## config.mk

```make
export PLATFORM = sky130hd
export DESIGN_NAME = ras_serial_out
export DESIGN_NICKNAME = d
export VERILOG_FILES = /design/src/logic/ras_pkg.sv /design/src/logic/ras_fifo.sv /design/src/logic/ras_serial_out.sv
export VERILOG_INCLUDE_DIRS = /design/src /design/src/logic
export SDC_FILE = /design/constraint.sdc
export NUM_CORES = 1
export LEC_CHECK = 0
export ABC_CLOCK_PERIOD_IN_PS = 10500
export BUFFER_PORTS_ARGS = -buffer_cell sky130_fd_sc_hd__buf_4
export CORE_UTILIZATION = 65
export CTS_BUF_LIST = sky130_fd_sc_hd__clkbuf_8
export CTS_CLUSTER_DIAMETER = 60
export DETAILED_ROUTE_END_ITERATION = 16
export PLACE_DENSITY_LB_ADDON = 0.2
export SETUP_SLACK_MARGIN = 0.02
export SLEW_MARGIN = 10
export SYNTH_ARGS = -nofsm -noshare
export SYNTH_HDL_FRONTEND = slang
export SYNTH_SLANG_ARGS = --single-unit
```

## constraint.sdc

```tcl
create_clock -name I_SYS_CLK -period 10.5 [get_ports I_SYS_CLK]
set_clock_uncertainty 0.15 [all_clocks]
set_input_delay 2.625 -clock I_SYS_CLK [delete_from_list [all_inputs] [get_ports I_SYS_CLK]]
set_output_delay 2.625 -clock I_SYS_CLK [all_outputs]
set_load 0.05 [all_outputs]
```

## src/logic/ras_map.svh

```systemverilog
// Purpose: constants of the receiver audio serial output port
// Assumes: system clock is the master clock, 10 MHz
// Notes:   timing counts are in system clock cycles
// Functional notes
// [RULE1] as master, every output sample spans exactly 32 bit-clock periods.
// [RULE2] as slave, the far party supplies exactly 32 bit-clock periods per sample.
// [RULE3] master-select set drives bit clock and frame sync; clear takes them as inputs.
// [RULE4] edge-select set: data launched on falling edge, latched on rising.
// [RULE5] edge-select clear: data launched on rising edge, latched on falling.
// [RULE6] fixed formats 1, 3 and 9 are slave; all others are master.
// [RULE7] fixed formats 2, 3, 5, 6 and 7 launch on falling edge; others rising.
// [RULE8] rate report offers 88.2 kHz and 96 kHz ranges, no 400 ppm ranges.
// [RULE9] as master, bit clock is master clock divided by four.
`ifndef RAS_MAP_SVH
`define RAS_MAP_SVH

`define RAS_CLK_PERIOD_NS 100
`define RAS_MCK_DIV       4
`define RAS_SLOT_BITS     32
`define RAS_SAMPLE_W      24
`define RAS_FIFO_DEPTH    8
`define RAS_FMT_W         4
// frame-sync period windows, in system clocks
`define RAS_P96_LO        10'd100
`define RAS_P96_HI        10'd108
`define RAS_P882_LO       10'd109
`define RAS_P882_HI       10'd118
`define RAS_P48_LO        10'd200
`define RAS_P48_HI        10'd217
`define RAS_P441_LO       10'd218
`define RAS_P441_HI       10'd236
`define RAS_P32_LO        10'd300
`define RAS_P32_HI        10'd325
`define RAS_PERIOD_MAX    10'h3FF

`endif

```

## src/logic/ras_pkg.sv

```systemverilog
// Purpose: types of the receiver audio serial output port
// Assumes: ras_map.svh holds the numbers
// Notes:   rate codes are the report seen on the rate output
package ras_pkg;
  typedef enum logic [2:0] {
    RAS_RATE_NONE = 3'h0,
    RAS_RATE_96   = 3'h1,
    RAS_RATE_882  = 3'h2,
    RAS_RATE_48   = 3'h3,
    RAS_RATE_441  = 3'h4,
    RAS_RATE_32   = 3'h5
  } ras_rate_e;
endpackage

```

## src/logic/ras_fifo.sv

```systemverilog
// Purpose: sample buffer with registered read data
// Assumes: one clock, asynchronous active-low reset
// Notes:   first word falls through into the output register
`timescale 1ns/10ps
module ras_fifo #(
  parameter int WIDTH = 24,
  parameter int DEPTH = 8
) (
  // clock and reset
  input  wire logic             i_clk,
  input  wire logic             i_rst_n,
  // fill side
  input  wire logic             i_in_valid,
  input  wire logic [WIDTH-1:0] i_in_data,
  output logic                  o_in_ready,
  // drain side
  output logic                  o_out_valid,
  output logic [WIDTH-1:0]      o_out_data,
  input  wire logic             i_out_ready
);
  localparam int AW = $clog2(DEPTH);

  typedef struct packed {
    logic [DEPTH-1:0][WIDTH-1:0] mem;
    logic [AW-1:0]               wptr;
    logic [AW-1:0]               rptr;
    logic [AW:0]                 count;
    logic                        room;
    logic                        out_valid;
    logic [WIDTH-1:0]            out_data;
  } ras_fifo_s;

  ras_fifo_s st;
  ras_fifo_s next_st;
  logic      push;
  logic      pop;

  assign o_in_ready  = st.room;
  assign o_out_valid = st.out_valid;
  assign o_out_data  = st.out_data;

  always_comb begin
    next_st = st;
    push    = i_in_valid && st.room;
    pop     = (st.count != '0) && (!st.out_valid || i_out_ready);
    if (push) begin
      next_st.mem[st.wptr] = i_in_data;
      next_st.wptr         = st.wptr + 1'b1;
    end
    if (pop) begin
      next_st.out_data = st.mem[st.rptr];
      next_st.rptr     = st.rptr + 1'b1;
    end
    if (pop) begin
      next_st.out_valid = 1'b1;
    end else if (i_out_ready) begin
      next_st.out_valid = 1'b0;
    end
    next_st.count = st.count + (AW+1)'(push) - (AW+1)'(pop);
    // registered so the fill side sees back-pressure straight from a flop
    next_st.room  = next_st.count != (AW+1)'(DEPTH);
  end

  always_ff @(posedge i_clk or negedge i_rst_n) begin
    if (!i_rst_n) begin
      st      <= '0;
      st.room <= 1'b1;
    end else begin
      st <= next_st;
    end
  end
endmodule

```

## src/logic/ras_serial_out.sv

```systemverilog
// Purpose: serial audio output port of a digital audio receiver
// Assumes: I_SYS_CLK is the master clock; slave bit clock below a quarter of it
// Notes:   one 24-bit sample per 32-bit slot, MSB first, zero padded
`timescale 1ns/10ps
`include "ras_map.svh"
module ras_serial_out (
  // clock and reset
  input  wire logic                         I_SYS_CLK,
  input  wire logic                         I_RST_N,
  // mode control
  input  wire logic                         I_MASTER_SELECT,
  input  wire logic                         I_CLOCK_EDGE_SELECT,
  input  wire logic                         I_FIXED_FORMAT_EN,
  input  wire logic [`RAS_FMT_W-1:0]        I_FORMAT,
  // recovered samples
  input  wire logic                         I_SAMPLE_VALID,
  input  wire logic [`RAS_SAMPLE_W-1:0]     I_SAMPLE_DATA,
  output logic                              O_SAMPLE_READY,
  // serial pins
  input  wire logic                         I_BIT_CLK,
  output logic                              O_BIT_CLK,
  output logic                              O_BIT_CLK_OE,
  input  wire logic                         I_FRAME_SYNC,
  output logic                              O_FRAME_SYNC,
  output logic                              O_FRAME_SYNC_OE,
  output logic                              O_SERIAL_AUDIO_OUT,
  // status
  output logic                              O_UNDERRUN,
  output ras_pkg::ras_rate_e                O_OUTPUT_WORD_RATE
);
  import ras_pkg::*;

  localparam int SW = `RAS_SAMPLE_W;

  // ****************************************************************
  // state
  // ****************************************************************
  typedef struct packed {
    logic               master_select;
    logic               clock_edge_select;
    logic [1:0]         div;
    logic               bclk;
    logic               fs;
    logic [1:0]         bclk_sync;
    logic [1:0]         fs_sync;
    logic               bclk_prev;
    logic               fs_last;
    logic [4:0]         bit_cnt;
    logic [31:0]        shift;
    logic               underrun;
    logic               fs_rise_prev;
    logic [9:0]         period;
    ras_rate_e          rate;
  } ras_state_s;

  ras_state_s            st;
  ras_state_s            next_st;
  logic                  fifo_valid;
  logic [SW-1:0]         fifo_data;
  logic                  fifo_take;
  logic                  fmt_slave;
  logic                  fmt_fall;
  logic                  rise;
  logic                  fall;
  logic                  launch;
  logic                  slot_start;
  logic                  fs_now;

  // ****************************************************************
  // sample buffer
  // ****************************************************************
  ras_fifo #(
    .WIDTH (SW),
    .DEPTH (`RAS_FIFO_DEPTH)
  ) u_fifo (
    .i_clk       (I_SYS_CLK),
    .i_rst_n     (I_RST_N),
    .i_in_valid  (I_SAMPLE_VALID),
    .i_in_data   (I_SAMPLE_DATA),
    .o_in_ready  (O_SAMPLE_READY),
    .o_out_valid (fifo_valid),
    .o_out_data  (fifo_data),
    .i_out_ready (fifo_take)
  );

  assign O_BIT_CLK          = st.bclk;
  assign O_BIT_CLK_OE       = st.master_select;
  assign O_FRAME_SYNC       = st.fs;
  assign O_FRAME_SYNC_OE    = st.master_select;
  assign O_SERIAL_AUDIO_OUT = st.shift[31];
  assign O_UNDERRUN         = st.underrun;
  assign O_OUTPUT_WORD_RATE = st.rate;

  // ****************************************************************
  // next state
  // ****************************************************************
  always_comb begin
    next_st = st;
    fmt_slave = (I_FORMAT == 4'h1) || (I_FORMAT == 4'h3) || (I_FORMAT == 4'h9);  // [RULE6]
    fmt_fall  = (I_FORMAT == 4'h2) || (I_FORMAT == 4'h3) || (I_FORMAT == 4'h5) ||
                (I_FORMAT == 4'h6) || (I_FORMAT == 4'h7);                       // [RULE7]
    next_st.master_select     = I_FIXED_FORMAT_EN ? !fmt_slave : I_MASTER_SELECT; // [RULE3]
    next_st.clock_edge_select = I_FIXED_FORMAT_EN ? fmt_fall : I_CLOCK_EDGE_SELECT;

    next_st.bclk_sync = {st.bclk_sync[0], I_BIT_CLK};
    next_st.fs_sync   = {st.fs_sync[0], I_FRAME_SYNC};
    next_st.bclk_prev = st.bclk_sync[1];

    // master bit clock: a 2-bit divider, high for two of four cycles
    next_st.div  = st.div + 2'h1;                                               // [RULE9]
    next_st.bclk = st.master_select && next_st.div[1];                          // [RULE9]
    if (st.master_select) begin
      rise = (st.div == 2'h1);
      fall = (st.div == 2'h3);
    end else begin
      // slave edges come from the synchronised pin; the far party gives 32 per slot
      rise = st.bclk_sync[1] && !st.bclk_prev;                                  // [RULE2]
      fall = !st.bclk_sync[1] && st.bclk_prev;
    end
    launch = st.clock_edge_select ? fall : rise;                                // [RULE4] [RULE5]

    fs_now     = st.master_select ? st.fs : st.fs_sync[1];
    slot_start = 1'b0;
    fifo_take  = 1'b0;
    if (launch) begin
      if (st.master_select) begin
        slot_start = (st.bit_cnt == 5'h1F);                                     // [RULE1]
        if (slot_start) begin
          // frame sync moves on the launch edge so the latch edge sees it settled
          next_st.fs = !st.fs;
        end
      end else begin
        slot_start = (st.fs_sync[1] != st.fs_last);
        next_st.fs = 1'b0;
      end
      next_st.fs_last = st.fs_sync[1];
      if (slot_start) begin
        next_st.bit_cnt  = 5'h0;
        next_st.shift    = fifo_valid ? {fifo_data, {(32-SW){1'b0}}} : 32'h0;
        fifo_take        = fifo_valid;
        next_st.underrun = !fifo_valid;
      end else begin
        next_st.bit_cnt = st.bit_cnt + 5'h1;                                    // [RULE1]
        next_st.shift   = {st.shift[30:0], 1'b0};
      end
    end
    if (!st.master_select) begin
      next_st.fs = 1'b0;
    end

    // frame period in system clocks, classified at each frame-sync rise
    next_st.fs_rise_prev = fs_now;
    if (fs_now && !st.fs_rise_prev) begin
      next_st.period = 10'h1;
      if (st.period >= `RAS_P96_LO && st.period <= `RAS_P96_HI) begin           // [RULE8]
        next_st.rate = RAS_RATE_96;
      end else if (st.period >= `RAS_P882_LO && st.period <= `RAS_P882_HI) begin // [RULE8]
        next_st.rate = RAS_RATE_882;
      end else if (st.period >= `RAS_P48_LO && st.period <= `RAS_P48_HI) begin
        next_st.rate = RAS_RATE_48;
      end else if (st.period >= `RAS_P441_LO && st.period <= `RAS_P441_HI) begin
        next_st.rate = RAS_RATE_441;
      end else if (st.period >= `RAS_P32_LO && st.period <= `RAS_P32_HI) begin
        next_st.rate = RAS_RATE_32;
      end else begin
        next_st.rate = RAS_RATE_NONE;
      end
    end else if (st.period != `RAS_PERIOD_MAX) begin
      next_st.period = st.period + 10'h1;
    end else begin
      // no frame sync for too long: report nothing rather than a stale rate
      next_st.rate = RAS_RATE_NONE;
    end
  end

  always_ff @(posedge I_SYS_CLK or negedge I_RST_N) begin
    if (!I_RST_N) begin
      st         <= '0;
      st.bit_cnt <= 5'h1F;
      st.rate    <= RAS_RATE_NONE;
    end else begin
      st <= next_st;
    end
  end
endmodule

```

Word-level counts from Yosys, hierarchy flattened
Cells that the tools add are included.
Operators by class
  mux-type cells: 30
  order comparisons: 13
  equal/unequal tests: 16
  add/subtract/negate cells: 7
  reduce and logical (&&, ||, !) cells: 30
Operators with widths (number)
  $bwmux 192: 1
  $bmux 24 s3: 1
  $demux 24 s3: 1
  $mux 24: 2
  $mux 37: 1
  $mux 32: 1
  $ge 10x7->1 const B: 2
  $ge 10x8->1 const B: 2
  $le 10x7->1 const B: 2
  $le 10x8->1 const B: 2
  $mux 3: 6
  $mux 1: 15
  $mux 13: 1
  $eq 4x3->1 const B: 3
  $logic_and 1x1->1: 12
  $add 10x1->10 const B: 1
  $ge 10x9->1 const B: 1
  $le 10x9->1 const B: 1
  $mux 10: 1
  $ne 10x10->1 const B: 1
  $eq 4x2->1 const B: 2
  $lt 3x4->1 const B: 2
  $logic_or 1x1->1: 7
  $add 3x1->3 const B: 2
  18 further kinds: 26
Storage, ports and cells
  output and inout bits: 10
  input bits: 36
  register bits after elaboration: 292
  word-level logic and storage cells: 125

Longest topological paths before layout
Gate-level depths: netlist of the first run.
  depth after elaboration: 11
  depth in mapped cells: 15
  gate-level depth less buffers: 13

Modules after synthesis
A second synthesis of the first run with hierarchy kept.
Second synthesis, totals
  cells, all modules: 1071
  area, all modules: 13221.4 um2
By module, submodules not included
  ras_fifo: area an instance 10347.4 um2, instances 1, cells an instance 757
  ras_serial_out: area an instance 2874.0 um2, instances 1, cells an instance 314

Least setup slack after synthesis of the first run
No wires, ideal clock.
  kind: input-to-reg
  start point: input port I_SAMPLE_VALID
  end point: register u_fifo.st (netlist bit u_fifo.o_in_ready)
  setup slack: 6064 ps
  stages: 7
  arrival: 4186 ps
  cells stage by stage: nand2_2 > inv_2 > ha_1 > inv_1 > fa_1 > inv_1 > or4b_2
RTL lines
  start, declared: RTL line ras_serial_out.sv:16  | input wire logic I_SAMPLE_VALID,
  end signal, assigned: RTL line ras_fifo.sv:69  | st <= next_st;
  end, declared: RTL line ras_fifo.sv:33  | ras_fifo_s st;

==> out/metrics.json, run 1 <==
{
  "floorplan.die_area": {"value": 20200, "unit": "µm²"},
  "synth.lib_cells_used.distinct": {"value": 51},
  "final.setup.worst_slack": {"value": 6.01, "unit": "ns"},
  "cts_hold_repair.buffers": {"value": 0},
  "cp_slowest_cell": {"value": "sky130_fd_sc_hd__mux4_2"},
  "die_w": {"value": 142, "unit": "µm"},
  "clock_tree.htree_level_count": {"value": 2},
  "placement.cell_area": {"value": 13200, "unit": "µm²"},
  "clock_tree_from_tritoncts": {"value": "done"},
  "worst_setup_path_endpoint": {"value": "u_fifo.o_in_ready"},
  "hold_path.startpoint": {"value": "next_st[57]"},
  "crit_path_cell_trace": {"value": "ha_1 > mux4_2 > a31oi_4 > buf_4 > inv_1 > ha_1 > inv_1 > ha_1 > inv_1 > fa_1 > inv_1 > or4b_2"},
  "yosys_warnings": {"value": 0},
  "synth_flop_cell": {"value": "sky130_fd_sc_hd__dfrtp_1"},
  "hpwl_reported_at_the_end_of_detailed_placement": {"value": 15.3, "unit": "mm"},
  "p_per_area": {"value": 299, "unit": "nW/µm²"},
  "worst-setup-path-type": {"value": "reg2reg"},
  "layout_commonest_cell": {"value": "sky130_fd_sc_hd__dfrtp_1"},
  "synth_edf_count": {"value": 0},
  "n_antenna_cell": {"value": 0},
  "clkSinkCount": {"value": 284},
  "io-pin-count": {"value": 46},
  "setup_total_negative_slack": {"value": 0, "unit": "ns"},
  "cp_common_cell": {"value": "sky130_fd_sc_hd__inv_1"},
  "rsz_0062_raised_after_global_routing": {"value": "false"},
  "floorplan.core_area": {"value": 19000, "unit": "µm²"},
  "global_route_usage_over_all_layers": {"value": 0.276},
  "area_delta_synth_final": {"value": 10.4, "unit": "%"},
  "post-cts-setup-buffer-count": {"value": 0},
  "cts_root_buffer": {"value": "sky130_fd_sc_hd__clkbuf_8"},
  "drtIter0Drc": {"value": 538},
  "post-place-cells": {"value": 1186},
  "irDropWorstVdd": {"value": 0.195, "unit": "mV"},
  "dr_total_vias": {"value": 7756},
  "regToRegEndpoint": {"value": "u_fifo.o_in_ready"},
  "cts.repair.resized": {"value": 0},
  "design_area": {"value": 14100, "unit": "µm²"},
  "clock_buffers_created_by_tritoncts": {"value": 46},
  "grt_first_pass_wirelength": {"value": 42.9, "unit": "mm"},
  "dpl_worst_slack": {"value": 5.70, "unit": "ns"},
  "max_cap_viol_count": {"value": 0},
  "drt_drc_violations_left": {"value": 0},
  "routed_via_density": {"value": 6.12},
  "detail_route.wl_per_cell": {"value": 20.6, "unit": "µm"},
  "reg2reg_setup_slack": {"value": 6.01, "unit": "ns"},
  "max_freq": {"value": 223, "unit": "MHz"},
  "drt_pass1_iterations": {"value": 5},
  "die-height": {"value": 142, "unit": "µm"},
  "timing.critical_path.from_type": {"value": "register"},
  "globalRouteOverflowTotal": {"value": 0},
  "layout.cells.most_common_list": {"value": "sky130_fd_sc_hd__dfrtp_1 (276), sky130_fd_sc_hd__mux2_2 (193), sky130_fd_sc_hd__nand2_1 (67)"},
  "syn-num-nets": {"value": 987},
  "synth_sequential_area_ratio": {"value": 0.558},
  "synth_seq_cells": {"value": 284},
  "grt_pass1_vias": {"value": 8428},
  "maximum_fanout_along_the_worst_path": {"value": 62},
  "antenna_found_initial": {"value": 0},
  "fill_cells": {"value": 1232},
  "utilization": {"value": 0.743},
  "crit_reg_reg_startpoint": {"value": "st[60]"},
  "synth_area": {"value": 12800, "unit": "µm²"},
  "worstSetupEndpointType": {"value": "register"},
  "maximum_number_of_pins_on_one_net_before_global_route_repair": {"value": 137},
  "place.port_buffers": {"value": 45},
  "hold_path.class": {"value": "reg2reg"},
  "finish.cell_count_without_fillers": {"value": 1268},
  "drtAntennaViolNets": {"value": 0},
  "worst_slew_pin_slew": {"value": 1.11, "unit": "ns"},
  "finalMaxSlewViolations": {"value": 0},
  "r2r.worst_path.cells": {"value": 12},
  "crit_required": {"value": 10.81, "unit": "ns"},
  "drive_gt1_frac": {"value": 0.372},
  "floorplan.initialDensity": {"value": 0.673},
  "layout.nets": {"value": 1026},
  "fp-row-count": {"value": 50},
  "drt-total-wl": {"value": 26.1, "unit": "mm"},
  "largest_incremental_delay_on_the_critical_path": {"value": 0.93, "unit": "ns"},
  "status": {"value": "complete, no violations"},
  "mapped_avg_cell_area": {"value": 13.6, "unit": "µm²"},
  "cts.path.max_buffers": {"value": 3},
  "crit_start": {"value": "st[60]"},
  "hold_violations": {"value": 0},
  "finalCriticalPeriod": {"value": 4.49, "unit": "ns"},
  "worst_ep_arrival_time": {"value": 4.80, "unit": "ns"},
  "leakage": {"value": 6.22, "unit": "nW"},
  "clk_latency": {"value": 0.55, "unit": "ns"},
  "timing.slew.headroom": {"value": 0.262},
  "post_route_clock_period_utilization": {"value": 0.428},
  "gpl_congestion": {"value": 0.819},
  "syn-instance-count": {"value": 935},
  "clkSlewWorstSetupHoldPaths": {"value": 0.06, "unit": "ns"},
  "setup_viol": {"value": 0},
  "synth_async_sr_flop_share": {"value": 1.00}
}
flip-flops by register name, summed over array words and instances, names as in the netlist, 3 cells and up:
signal	cells
next_st	3
O_OUTPUT_WORD_RATE	3
u_fifo.o_out_data	24
u_fifo.st	202
st	45
worst max-delay path: cells and delay by family (launching register included):
family,cells,cell delay (ns)
buf+inv,5,0.76
compound gates,1,0.32
simple gates,1,0.65
mux,1,0.93
fa+ha+maj,4,1.17
flops,1,0.40
metrics by stage:
step	power (mW)	hold slack (ns)
4_1_cts	4.23	0.209
2_1_floorplan	2.97	0.181
3_5_place_dp	3.35	0.186
5_1_grt	4.45	0.210
6_report	4.20	0.206
3_3_place_gp	3.21	0.191
worst min path at each step:
stage / slack [ns] / cells past startpoint / endpoint
6_report: 0.21 / 0 / next_st[53]
5_1_grt: 0.21 / 0 / next_st[53]
4_1_cts: 0.21 / 0 / next_st[53]
3_5_place_dp: 0.19 / 0 / st[55]
3_3_place_gp: 0.19 / 0 / next_st[53]
2_1_floorplan: 0.18 / 0 / next_st[53]
logic make-up after synthesis:
group           Yosys count  share of synthesized area
fa+ha+maj                16                     0.0163
mux                     273                      0.282
simple gates            180                     0.0644
flops                   284                      0.558
buf+inv                  88                     0.0320
xor+xnor                 14                    0.00961
compound gates           80                     0.0386
cell type report:
cell class | count | area [µm²] | area share
tap | 260 | 325 | 0.0231
sequential | 284 | 7120 | 0.505
clock buffer | 52 | 716 | 0.0508
inverter | 24 | 90.1 | 0.00640
clock inverter | 30 | 129 | 0.00915
timing repair buffer | 55 | 420 | 0.0299
multi-input combinational | 563 | 5290 | 0.375
cells in the mapped netlist, types with 3 or more instances:
cell type                  instances  area [µm²]
sky130_fd_sc_hd__dfrtp_1         278        6960
sky130_fd_sc_hd__mux2_2          193        2170
sky130_fd_sc_hd__nand2_1          67         251
sky130_fd_sc_hd__mux4_2           49        1100
sky130_fd_sc_hd__nor2_1           48         180
sky130_fd_sc_hd__nand3_1          30         150
sky130_fd_sc_hd__buf_2            29         145
sky130_fd_sc_hd__mux2i_1          27         270
sky130_fd_sc_hd__a31oi_1          24         150
sky130_fd_sc_hd__inv_1            23        86.3
sky130_fd_sc_hd__o21ai_1          23         115
sky130_fd_sc_hd__clkbuf_1         22        82.6
sky130_fd_sc_hd__ha_1             15         188
sky130_fd_sc_hd__o21ai_0          12        60.1
sky130_fd_sc_hd__buf_4            11        82.6
sky130_fd_sc_hd__a21oi_1           7        35.0
sky130_fd_sc_hd__xnor2_1           7        61.3
sky130_fd_sc_hd__xor2_1            7        61.3
sky130_fd_sc_hd__dfstp_2           6         158
sky130_fd_sc_hd__nor2b_1           5        31.3
sky130_fd_sc_hd__and3_1            4        25.0
sky130_fd_sc_hd__mux2_1            4        45.0
sky130_fd_sc_hd__nand4_1           3        18.8
sky130_fd_sc_hd__nor3_1            3        15.0
sky130_fd_sc_hd__nor3_2            3        30.0
metal layers:
metal  GRT usage  up-vias  part of all wire
met4       0.105        0             0.024
met1       0.366     4046              0.42
met3      0.0414       56             0.045
met5           0        -                 0
met2       0.465      223              0.51
li1            -     3431                 -
report_power, final:
part | internal, mW | total [mW] | switching, mW
Clock | 0.453 | 0.873 | 0.421
Sequential | 1.60 | 1.93 | 0.330
Combinational | 0.818 | 1.40 | 0.582
Power figures use the tool's default switching activity.
==> run 2, diff against run 1 <==
- ABC_CLOCK_PERIOD_IN_PS: 10500 -> 3600
- CORE_UTILIZATION: 65 -> 58
- clock period: 10.5 -> 3.6 ns (I/O delays scaled with it)
==> out/metrics.json, run 2 (synthesized netlist as in run 1, its figures left out) <==
{
  "status": {"value": "complete, no violations"},
  "placement.cell_area": {"value": 13400, "unit": "µm²", "change": "+1.5%"},
  "crit_start": {"value": "st[48]"},
  "floorplan.core_area": {"value": 21300, "unit": "µm²", "change": "+12%"},
  "finish.cell_count_without_fillers": {"value": 1296, "change": "+2.2%"},
  "irDropWorstVdd": {"value": 0.456, "unit": "mV", "change": "+130%"},
  "finalCriticalPeriod": {"value": 3.39, "unit": "ns", "change": "-1.11 ns"},
  "max_cap_viol_count": {"value": 0, "change": "unchanged"},
  "worst_slew_pin_slew": {"value": 0.925, "unit": "ns", "change": "-0.182 ns"},
  "cts.path.max_buffers": {"value": 3, "change": "unchanged"},
  "drt_drc_violations_left": {"value": 0, "change": "unchanged"},
  "rsz_0062_raised_after_global_routing": {"value": "false"},
  "power": {"value": 12.6, "unit": "mW", "change": "+200%"},
  "io-pin-count": {"value": 46, "change": "unchanged"},
  "crit_reg_reg_startpoint": {"value": "st[48]"},
  "die-height": {"value": 150, "unit": "µm", "change": "+5.8%"},
  "clock_tree_from_tritoncts": {"value": "done"},
  "layout.cells.most_common_list": {"value": "sky130_fd_sc_hd__dfrtp_1 (275), sky130_fd_sc_hd__mux2_2 (192), sky130_fd_sc_hd__nand2_1 (67)"},
  "clock_tree.htree_level_count": {"value": 2, "change": "unchanged"},
  "hpwl_reported_at_the_end_of_detailed_placement": {"value": 14.8, "unit": "mm", "change": "-3.3%"},
  "drt-total-wl": {"value": 25.6, "unit": "mm", "change": "-1.9%"},
  "timing.critical_path.from_type": {"value": "register"},
  "post-place-cells": {"value": 1215, "change": "+2.4%"},
  "clk_latency": {"value": 0.56, "unit": "ns", "change": "about the same"},
  "fp-row-count": {"value": 53, "change": "+6.0%"},
  "post-cts-setup-buffer-count": {"value": 0, "change": "unchanged"},
  "post_route_clock_period_utilization": {"value": 0.941, "change": "+0.513"},
  "global_route_usage_over_all_layers": {"value": 0.243, "change": "-0.0333"},
  "drtIter0Drc": {"value": 374, "change": "-30%"},
  "worstSetupEndpointType": {"value": "register"},
  "n_antenna_cell": {"value": 0, "change": "unchanged"},
  "dr_total_vias": {"value": 7600, "change": "-2.0%"},
  "design_area": {"value": 14400, "unit": "µm²", "change": "+2.5%"},
  "grt_pass1_vias": {"value": 7860, "change": "-6.7%"},
  "r2r.worst_path.cells": {"value": 13, "change": "+1"},
  "finalMaxSlewViolations": {"value": 0, "change": "unchanged"},
  "crit_required": {"value": 3.92, "unit": "ns", "change": "-6.89 ns"},
  "maximum_fanout_along_the_worst_path": {"value": 3, "change": "-95%"},
  "floorplan.initialDensity": {"value": 0.599, "change": "-0.0737"},
  "largest-register": {"value": "u_fifo.st"},
  "clock_buffers_created_by_tritoncts": {"value": 46, "change": "unchanged"},
  "gpl_congestion": {"value": 0.829, "change": "+1.2%"},
  "max_freq": {"value": 295, "unit": "MHz", "change": "+33%"},
  "drive_gt1_frac": {"value": 0.399, "change": "+0.0266"},
  "routed_via_density": {"value": 5.86, "change": "-4.1%"},
  "area_delta_synth_final": {"value": 13.1, "unit": "%"},
  "layout.nets": {"value": 1040, "change": "+1.4%"},
  "worst_ep_arrival_time": {"value": 3.70, "unit": "ns", "change": "-1.10 ns"},
  "worst-setup-path-type": {"value": "reg2reg"},
  "fill_cells": {"value": 1549, "change": "+26%"},
  "clkSlewWorstSetupHoldPaths": {"value": 0.06, "unit": "ns", "change": "about the same"},
  "cts_root_buffer": {"value": "sky130_fd_sc_hd__clkbuf_8"},
  "layout_commonest_cell": {"value": "sky130_fd_sc_hd__dfrtp_1"},
  "largest_incremental_delay_on_the_critical_path": {"value": 0.66, "unit": "ns", "change": "-0.27 ns"},
  "cp_common_cell": {"value": "sky130_fd_sc_hd__inv_1"},
  "place.port_buffers": {"value": 45, "change": "unchanged"},
  "critical_path.n_buffers_inverters": {"value": 4, "change": "-1"},
  "layout.area.seq": {"value": 7120, "unit": "µm²", "change": "about the same"},
  "largest_register_ff_count": {"value": 202, "change": "unchanged"},
  "critical_path.top_delay_family": {"value": "adder cells"},
  "setup_viol": {"value": 0, "change": "unchanged"},
  "drt_pass1_iterations": {"value": 7, "change": "+2"},
  "p_per_area": {"value": 875, "unit": "nW/µm²", "change": "+190%"},
  "floorplan.die_area": {"value": 22600, "unit": "µm²", "change": "+12%"},
  "globalRouteOverflowTotal": {"value": 0, "change": "unchanged"},
  "timing.slew.headroom": {"value": 0.371, "change": "+0.109"},
  "detail_route.wl_per_cell": {"value": 19.7, "unit": "µm", "change": "-4.0%"},
  "maximum_number_of_pins_on_one_net_before_global_route_repair": {"value": 94, "change": "-31%"},
  "antenna_found_initial": {"value": 1, "change": "+1"},
  "die_w": {"value": 150, "unit": "µm", "change": "+5.8%"},
  "footprint_of_the_multi_input_gates": {"value": 5310, "unit": "µm²", "change": "+0.45%"},
  "setup_total_negative_slack": {"value": 0, "unit": "ns", "change": "unchanged"},
  "crit_path_cell_trace": {"value": "ha_4 > and3_4 > ha_4 > mux2_4 > a31oi_4 > inv_1 > ha_1 > inv_1 > ha_2 > inv_1 > fa_1 > inv_1 > or4b_2"},
  "clkSinkCount": {"value": 284, "change": "unchanged"},
  "cp.depth": {"value": 13, "change": "+1"},
  "grt_first_pass_wirelength": {"value": 41.8, "unit": "mm", "change": "-2.5%"},
  "hold_path.class": {"value": "in2async"},
  "hold_violations": {"value": 0, "change": "unchanged"},
  "leakage": {"value": 6.33, "unit": "nW", "change": "+1.7%"},
  "cp_slowest_cell": {"value": "sky130_fd_sc_hd__or4b_2"},
  "drtAntennaViolNets": {"value": 0, "change": "unchanged"},
  "utilization": {"value": 0.678, "change": "-0.0650"}
}
==> run 2: cell types whose count changed in the layout (fill, tap and decap cells not counted), sizes merged <==
cell | previous run | this run
bufinv | 0 | 3
inv | 52 | 36
clkinv | 2 | 6
clkinvlp | 0 | 1
clkbuf | 52 | 59
buf | 55 | 69
==> run 2: path summary, 6_finish.rpt <==
path                                endpoint  slack, ns
min in group I_SYS_CLK           next_st[53]       0.22
max in group asynchronous     u_fifo.st[168]       2.25
hold reg to reg                  next_st[53]       0.22
hold / removal                   next_st[57]       0.22
setup / recovery           u_fifo.o_in_ready       0.21
setup reg to reg           u_fifo.o_in_ready       0.21
==> run 2: routing by layer <==
metal | wire length (µm) | share of wire | GRT usage
met1 | 11300 | 0.44 | 0.327
met2 | 12700 | 0.50 | 0.406
met3 | 1130 | 0.044 | 0.0442
met4 | 365 | 0.014 | 0.0672
met5 | 9 | 0.00035 | 0
==> run 2: final cells by class <==
| type | count | share of cell area |
|---|---|---|
| Sequential cell | 284 | 0.493 |
| Multi-Input combinational cell | 563 | 0.368 |
| Clock buffer | 59 | 0.0563 |
| Timing Repair Buffer | 69 | 0.0399 |
| Tap cell | 275 | 0.0238 |
| Clock inverter | 22 | 0.0125 |
| Inverter | 24 | 0.00624 |
==> run 2: timing repair <==
item,in CTS,in global routing
hold buffers,0,0
endpoints found under the setup margin,0,1
gates resized for setup,0,1
==> run 2: metrics by stage <==
step                hold slack (ns)  worst slack [ns]
finish                        0.216             0.212
global placement              0.207             0.260
detailed placement            0.193             0.220
CTS                           0.218             0.188
floorplan                     0.181            0.0263
global route                  0.233            0.0698
==> run 2: worst register-to-register path: cells and delay by family (launching register included) <==
family                     cells  cell delay (ns)
muxes                          1             0.28
adders and majority gates      5             1.26
and+or+nand+nor                2             0.84
buffers and inverters          4             0.23
DFF                            1             0.39
AOI/OAI and AO/OA              1             0.15
==> run 2: power breakdown <==
group / switching [mW] / internal [mW]
sequential: 0.991 / 4.67
combinational: 1.58 / 2.43
clock: 1.26 / 1.69
total: 3.83 / 8.79
